`src/inc/mahi_pkg.sv`:
```
package mahi_pkg;
	// Clock period in ns
	localparam int CLK_PERIOD_NS = 10;
	// Least sample/hold low time in ns
	localparam int SAMPLE_LOW_NS = 250;
	// Typical fine stage time in ns (separate strobes)
	localparam int FINE_TYP_NS = 600;
	// Typical conversion time in ns (tied strobes)
	localparam int TIED_CONV_NS = 850;
	// Data valid after done flag falls, ns
	localparam int DATA_VALID_NS = 20;
	// Least time, rounded up to cycles
	localparam int SAMPLE_LOW_CYC = (SAMPLE_LOW_NS + CLK_PERIOD_NS - 1) / CLK_PERIOD_NS;
	localparam int DATA_VALID_CYC = (DATA_VALID_NS + CLK_PERIOD_NS - 1) / CLK_PERIOD_NS;
	// Watchdog for a missing done flag: twice the tied conversion time
	localparam int DONE_TIMEOUT_CYC = 2 * TIED_CONV_NS / CLK_PERIOD_NS;
	// Result width: six coarse plus four fine bits
	localparam int RESULT_W = 10;
	// Counter width
	localparam int CNT_W = 8;
	// Controller states, one-hot
	typedef enum logic [5:0] {
		MAHI_IDLE = 6'h01,
		MAHI_SAMPLE = 6'h02,
		MAHI_WAIT = 6'h04,
		MAHI_READ = 6'h08,
		MAHI_DONE = 6'h10,
		MAHI_ERR = 6'h20
	} mahi_state_t;
endpackage

```
`src/inc/mahi_cnt_if.sv`:
```
`timescale 1ns/10ps
// Load and expiry of the shared cycle counter
interface mahi_cnt_if;
	logic load; // Load pulse
	logic [7:0] value; // Cycles to count
	logic expired; // Count has run out
	modport ctl (output load, output value, input expired);
	modport tmr (input load, input value, output expired);
endinterface

```
`src/verilog/mahi_timer.sv`:
```
`timescale 1ns/10ps
// Down counter: expired is high once the loaded number of cycles has elapsed
module mahi_timer (
	input wire logic clk,
	input wire logic rst,
	mahi_cnt_if.tmr cnt
);
	logic [7:0] count_r; // Remaining cycles

	// Load or count down to zero
	always_ff @(posedge clk) begin
		if (rst) begin
			count_r <= 8'h00;
		end else if (cnt.load) begin
			count_r <= cnt.value;
		end else if (count_r != 8'h00) begin
			count_r <= count_r - 8'h01;
		end
	end

	// Expiry seen when nothing is left and no load is pending
	assign cnt.expired = (count_r == 8'h00) && !cnt.load;
endmodule

```
`src/verilog/mahi_host.sv`:
```
`timescale 1ns/10ps
module mahi_host #(
	parameter int CHAN_BITS = 2,
	parameter int SAMPLE_CYC = mahi_pkg::SAMPLE_LOW_CYC,
	parameter int VALID_CYC = mahi_pkg::DATA_VALID_CYC,
	parameter int TIMEOUT_CYC = mahi_pkg::DONE_TIMEOUT_CYC
) (
	input wire logic clk,
	input wire logic rst,
	input wire logic start, // Request a conversion, pulse
	input wire logic tied_mode, // High: strobes tied, read-triggered
	input wire logic [CHAN_BITS-1:0] channel, // Requested input
	output logic busy, // Conversion in progress
	output logic result_valid, // One-cycle pulse with new result
	output logic [mahi_pkg::RESULT_W-1:0] result, // Captured result
	output logic timeout, // One-cycle pulse, no done flag seen
	output logic cs_n, // Chip select
	output logic sample_hold_n, // Sample/hold strobe
	output logic rd_n, // Read strobe
	output logic [CHAN_BITS-1:0] channel_select, // Mux select pins
	input wire logic int_n, // Conversion done flag
	input wire logic [mahi_pkg::RESULT_W-1:0] data_in // Data pins
);
	mahi_pkg::mahi_state_t state_r, state_nxt; // Sequencer state
	logic mode_r; // Latched mode for this conversion
	logic [CHAN_BITS-1:0] chan_r; // Latched channel
	logic [mahi_pkg::RESULT_W-1:0] result_r; // Result register
	logic valid_r; // Result pulse register
	logic timeout_r; // Timeout pulse register
	logic [15:0] wait_r; // Cycles waiting for the flag
	logic setup_r; // First sample cycle: select pins settle, strobes held off
	logic [7:0] sh_low_r; // Cycles the sample strobe has been low, for the width check
	mahi_cnt_if cnt_if ();

	// Shared counter for sample width and data valid delay
	mahi_timer u_timer (.clk(clk), .rst(rst), .cnt(cnt_if));

	// Named decode wires
	wire in_idle = (state_r == mahi_pkg::MAHI_IDLE);
	wire take_start = in_idle && start;
	wire flag_low = !int_n;
	wire waited_out = (wait_r >= 16'(TIMEOUT_CYC));

	// Counter loads on entry to sample and read phases
	assign cnt_if.load = take_start || (state_r == mahi_pkg::MAHI_WAIT && flag_low);
	assign cnt_if.value = take_start ? 8'(SAMPLE_CYC) : 8'(VALID_CYC);

	// Next state
	always_comb begin
		state_nxt = state_r;
		case (state_r)
			mahi_pkg::MAHI_IDLE: begin
				if (start) begin
					state_nxt = mahi_pkg::MAHI_SAMPLE;
				end
			end
			mahi_pkg::MAHI_SAMPLE: begin
				// Tied mode skips the release and waits for the flag
				if (mode_r || cnt_if.expired) begin
					state_nxt = mahi_pkg::MAHI_WAIT;
				end
			end
			mahi_pkg::MAHI_WAIT: begin
				if (flag_low) begin
					state_nxt = mahi_pkg::MAHI_READ;
				end else if (waited_out) begin
					state_nxt = mahi_pkg::MAHI_ERR;
				end
			end
			mahi_pkg::MAHI_READ: begin
				if (cnt_if.expired) begin
					state_nxt = mahi_pkg::MAHI_DONE;
				end
			end
			mahi_pkg::MAHI_DONE: begin
				state_nxt = mahi_pkg::MAHI_IDLE;
			end
			mahi_pkg::MAHI_ERR: begin
				state_nxt = mahi_pkg::MAHI_IDLE;
			end
			default: begin
				state_nxt = mahi_pkg::MAHI_IDLE;
			end
		endcase
	end

	// State register
	always_ff @(posedge clk) begin
		if (rst) begin
			state_r <= mahi_pkg::MAHI_IDLE;
		end else begin
			state_r <= state_nxt;
		end
	end

	// Mode and channel latched at accept, held through sample fall
	always_ff @(posedge clk) begin
		if (rst) begin
			mode_r <= 1'b0;
			chan_r <= '0;
		end else if (take_start) begin
			mode_r <= tied_mode;
			chan_r <= channel;
		end
	end

	// Select pins lead the sample strobe fall by one cycle, so the mux sees settled levels
	always_ff @(posedge clk) begin
		if (rst) begin
			setup_r <= 1'b0;
		end else begin
			setup_r <= take_start;
		end
	end

	// Flag wait counter
	always_ff @(posedge clk) begin
		if (rst || state_r != mahi_pkg::MAHI_WAIT) begin
			wait_r <= 16'h0000;
		end else begin
			wait_r <= wait_r + 16'h0001;
		end
	end

	// Result capture after the valid delay; stale data never taken
	always_ff @(posedge clk) begin
		if (rst) begin
			result_r <= '0;
			valid_r <= 1'b0;
			timeout_r <= 1'b0;
		end else begin
			valid_r <= (state_r == mahi_pkg::MAHI_READ) && cnt_if.expired;
			timeout_r <= (state_r == mahi_pkg::MAHI_WAIT) && !flag_low && waited_out;
			if (state_r == mahi_pkg::MAHI_READ && cnt_if.expired) begin
				result_r <= data_in;
			end
		end
	end

	// Strobe decode; select pins stay driven with latched channel
	wire in_sample = (state_r == mahi_pkg::MAHI_SAMPLE) && !setup_r;
	wire in_wait = (state_r == mahi_pkg::MAHI_WAIT);
	wire in_read = (state_r == mahi_pkg::MAHI_READ);
	wire tied_low = mode_r && (in_sample || in_wait || in_read);
	assign sample_hold_n = !(in_sample || tied_low);
	assign rd_n = !(in_read || tied_low);
	assign cs_n = sample_hold_n && rd_n;
	assign channel_select = chan_r;
	assign busy = !in_idle;
	assign result = result_r;
	assign result_valid = valid_r;
	assign timeout = timeout_r;

	// Counts low cycles of the sample strobe, saturating; read only by the width check
	always_ff @(posedge clk) begin
		if (rst || sample_hold_n) begin
			sh_low_r <= 8'h00;
		end else if (sh_low_r != 8'hFF) begin
			sh_low_r <= sh_low_r + 8'h01;
		end
	end
endmodule

```
`config.mk`:
```
export PLATFORM = sky130hd
export DESIGN_NAME = mahi_host
export DESIGN_NICKNAME = d
export VERILOG_FILES = /design/src/inc/mahi_pkg.sv /design/src/inc/mahi_cnt_if.sv /design/src/verilog/mahi_timer.sv /design/src/verilog/mahi_host.sv
export SDC_FILE = /design/constraint.sdc
export NUM_CORES = 1
export LEC_CHECK = 0
export BUFFER_PORTS_ARGS = -buffer_cell sky130_fd_sc_hd__buf_4
export CORE_MARGIN = 2
export CORE_UTILIZATION = 37
export CTS_CLUSTER_DIAMETER = 30
export CTS_CLUSTER_SIZE = 12
export DETAILED_ROUTE_END_ITERATION = 10
export PLACE_DENSITY = 0.68
export SLEW_MARGIN = 20
export SYNTH_ARGS = -nofsm -noshare
export SYNTH_HDL_FRONTEND = slang
export SYNTH_SLANG_ARGS = --single-unit
```
`constraint.sdc`:
```
create_clock -name clk -period 2.54 [get_ports clk]
set_clock_uncertainty 0.15 [all_clocks]
set_input_delay 0 -clock clk [delete_from_list [all_inputs] [get_ports clk]]
set_output_delay 0 -clock clk [all_outputs]
set_load 0.01 [all_outputs]
```
==> results.py <==
metrics = {
    "run_status": {
        "run_status": "finished, final reports clean",
    },
    "global_routing": {
        "antenna_found_initial": 0,
        "grt_usage_pct": 15.61,
        "grt_pass1_vias": 1713,
        "grt_max_degree": 25,
        "gr-total-overflow": 0,
        "grt_pass1_wl_mm": 7.603,
    },
    "worst_setup_path": {
        "cp-startpoint": "u_timer.count_r[2]",
        "crit_type": "flip-flop to flip-flop",
        "setup.worst_path.end": "result[8]",
        "startpoint_type": "flip-flop",
        "endpoint_kind": "flip-flop",
        "crit_arrival_ns": 2.39,
        "worstReg2RegEnd": "result[8]",
        "ff2ff_path_depth": 6,
        "r2r_slack_ns": 0.19,
        "critPathMaxFanout": 12,
        "crit_required_ns": 2.57,
        "r2r-start": "u_timer.count_r[2]",
    },
    "sta": {
        "final.period_utilization_pct": 92.70,
        "setup_viol": 0,
        "tightestPinTransition_ns": 0.6239,
        "hold_viol": 0,
        "min_period_ns": 2.354,
        "rsz0062_at_grt": "false",
        "fin_tns_setup_ns": 0,
        "slew_headroom_pct": 58.08,
        "setup_slack_ns": 0.1855,
        "slew_violations": 0,
        "fmax_mhz": 424.7,
    },
    "placed_design": {
        "finalWeightedCongestion": 0.8837,
        "dp_hpwl_mm": 2.906,
        "numPortBuffers": 34,
        "dp_worst_setup_slack_ns": 0.5333,
    },
    "run": {
        "maxCapViolations": 0,
    },
    "hold_path": {
        "holdPathStages": 4,
        "hp-class": "input pin to flip-flop",
        "hp-start": "start",
    },
    "cells_and_area": {
        "drive_above_1_share_pct": 16.90,
        "nets": 311,
        "n_antenna_cell": 0,
        "n_fill_cell": 516,
        "area_growth_pct": 33.54,
    },
    "logic_synthesis": {
        "synth-seq-cells": 46,
        "synth_warnings": 0,
        "ys_types": 36,
        "async_reset_ff_share_pct": 0,
        "ys.flop_type": "dfxtp_1",
        "syn_area_per_cell_um2": 8.950,
        "syn_inst": 228,
        "ys_seq_area_share_pct": 45.13,
        "synth_nets": 249,
        "synth_edf_count": 0,
        "syn_area_um2": 2041,
    },
    "clock_tree": {
        "cts_made_buffers": 5,
        "path_clk_slew_ns": 0.08,
        "cts_tree": "done",
        "cts_setup_buffers": 0,
        "htreeDepth": 2,
        "clkLatencyLatePin_ns": 0.29,
        "cts_root_buf": "clkbuf_8",
        "clk_path_buf_depth": 2,
        "clock-sinks": 46,
    },
    "drt": {
        "antenna_left": 0,
        "finalWirelength_mm": 4.501,
        "initialDrtViolationCount": 95,
        "firstDrtPassIters": 5,
        "viasPerCell": 4.994,
        "drcViolationCount": 0,
        "dr_total_vias": 1808,
        "wire_per_inst_um": 12.43,
    },
    "floorplan": {
        "die_y_um": 78.27,
        "die_x_um": 78.27,
        "ios": 35,
        "core_um2": 5405,
        "initial_core_util_pct": 37.75,
        "core.rowCount": 27,
        "die_area_um2": 6125,
    },
    "power_and_ir_drop": {
        "peakVddDrop_mv": 0.3420,
        "p_leak_nw": 1.194,
        "p_per_area_nw_per_um2": 658.6,
    },
}
==> cell usage after synthesis, types with 3 or more instances <==
cell type  count  area (um^2)
dfxtp_1       46        920.9
nor2_1        38        142.6
xor2_1        16        140.1
a21oi_1       15        75.07
mux2i_1       13        130.1
nand2_1       11        41.29
nand3_1       11        55.05
nand4_1        8        50.05
inv_1          7        26.28
o21ai_0        7        35.03
clkbuf_1       6        22.52
ha_1           4        50.05
nor3_1         4        20.02
nor4_1         4        25.02
or3_1          4        25.02
and2_1         3        18.77
and3_1         3        18.77
nor3b_1        3        22.52
==> how the worst min path moves through the flow <==
stage	end	slack, ns
2_1_floorplan	setup_r	-0.07
3_3_place_gp	result[6]	0.08
3_5_place_dp	mode_r	0.09
4_1_cts	state_r[3]	0.01
5_1_grt	state_r[3]	0.03
6_report	state_r[3]	0.05
==> routing by layer <==
layer	part of all wire, %	GRT usage [%]	vias up
li1	-	-	919
met1	46	19.18	833
met2	48	24.83	44
met3	4.4	4.828	12
met4	2.4	7.544	0
met5	0	0	-
==> cell type report <==
type / instances / area (um^2) / area share (%)
Multi-Input combinational cell: 166 / 1059 / 38.84
Sequential cell: 46 / 920.9 / 33.79
Timing Repair Buffer: 64 / 550.5 / 20.20
Tap cell: 72 / 90.09 / 3.306
Clock buffer: 5 / 68.82 / 2.525
Inverter: 7 / 26.28 / 0.9642
Clock inverter: 2 / 10.01 / 0.3673
==> cells in the final DEF (no fill, tap or decap), types with 2 or more instances in the layout <==
cell type,n
dfxtp_1,46
nor2_1,38
buf_4,36
dlygate4sd3_1,28
xor2_1,16
a21oi_1,15
mux2i_1,13
nand2_1,11
nand3_1,11
nand4_1,8
inv_1,7
o21ai_0,7
clkbuf_8,5
nor3_1,4
or3_1,4
nor4_1,4
ha_1,4
nor3b_1,3
and2_1,3
and3_1,3
xnor2_1,2
and4_1,2
or4_1,2
nand4b_1,2
nand3b_1,2
a31o_2,2
clkinv_2,2
==> report_power, final <==
part | internal (mW) | total (mW) | switching (mW)
logic | 0.247 | 0.517 | 0.270
registers | 0.785 | 0.859 | 0.0737
clock network | 0.185 | 0.419 | 0.234
==> state kept, by name (all words and copies together), names as in the netlist <==
name	count
u_timer.count_r	8
timeout	1
wait_r	16
mode_r	1
result_valid	1
setup_r	1
state_r	6
result	10
channel_select	2
==> worst max-delay path, cell delays in order (launching register included) <==
cell and delay [ns]:
dfxtp_1 0.35, nor3_1 0.55, nand4_1 0.16, buf_4 0.23, mux2i_1 0.16, nor2_1 0.06, dlygate4sd3_1 0.57
==> stage by stage <==
stage	instances	area [um^2]	util [%]	hold slack [ns]	total power, mW
after CTS	362	2710	50.14	0.01359	1.784
after floorplan	228	2041	-	-0.06603	1.221
after global routing	362	2725	50.42	0.02503	1.920
after detailed placement	327	2351	43.50	0.08999	1.334
after global placement	327	2351	43.50	0.07763	1.327
final	362	2725	50.42	0.05053	1.795
==> kinds of logic after synthesis <==
kind of cell             after synthesis  synth area share, %
AO/OA/AOI/OAI                         27                7.542
XOR/XNOR                              18                7.725
adder cells (fa/ha/maj)                4                2.453
buffers and inverters                 16                3.740
flip-flops                            46                45.13
multiplexers                          13                6.376
AND/OR/NAND/NOR                      104                27.04
==> repair_timing <==
item | 4_1_cts | 5_1_grt
gates resized for setup | 0 | 2
hold buffers | 28 | 0
endpoints found under the hold margin | 25 | 0
endpoints found under the setup margin | 0 | 10
No activity file was read; power rests on OpenSTA's default activity.
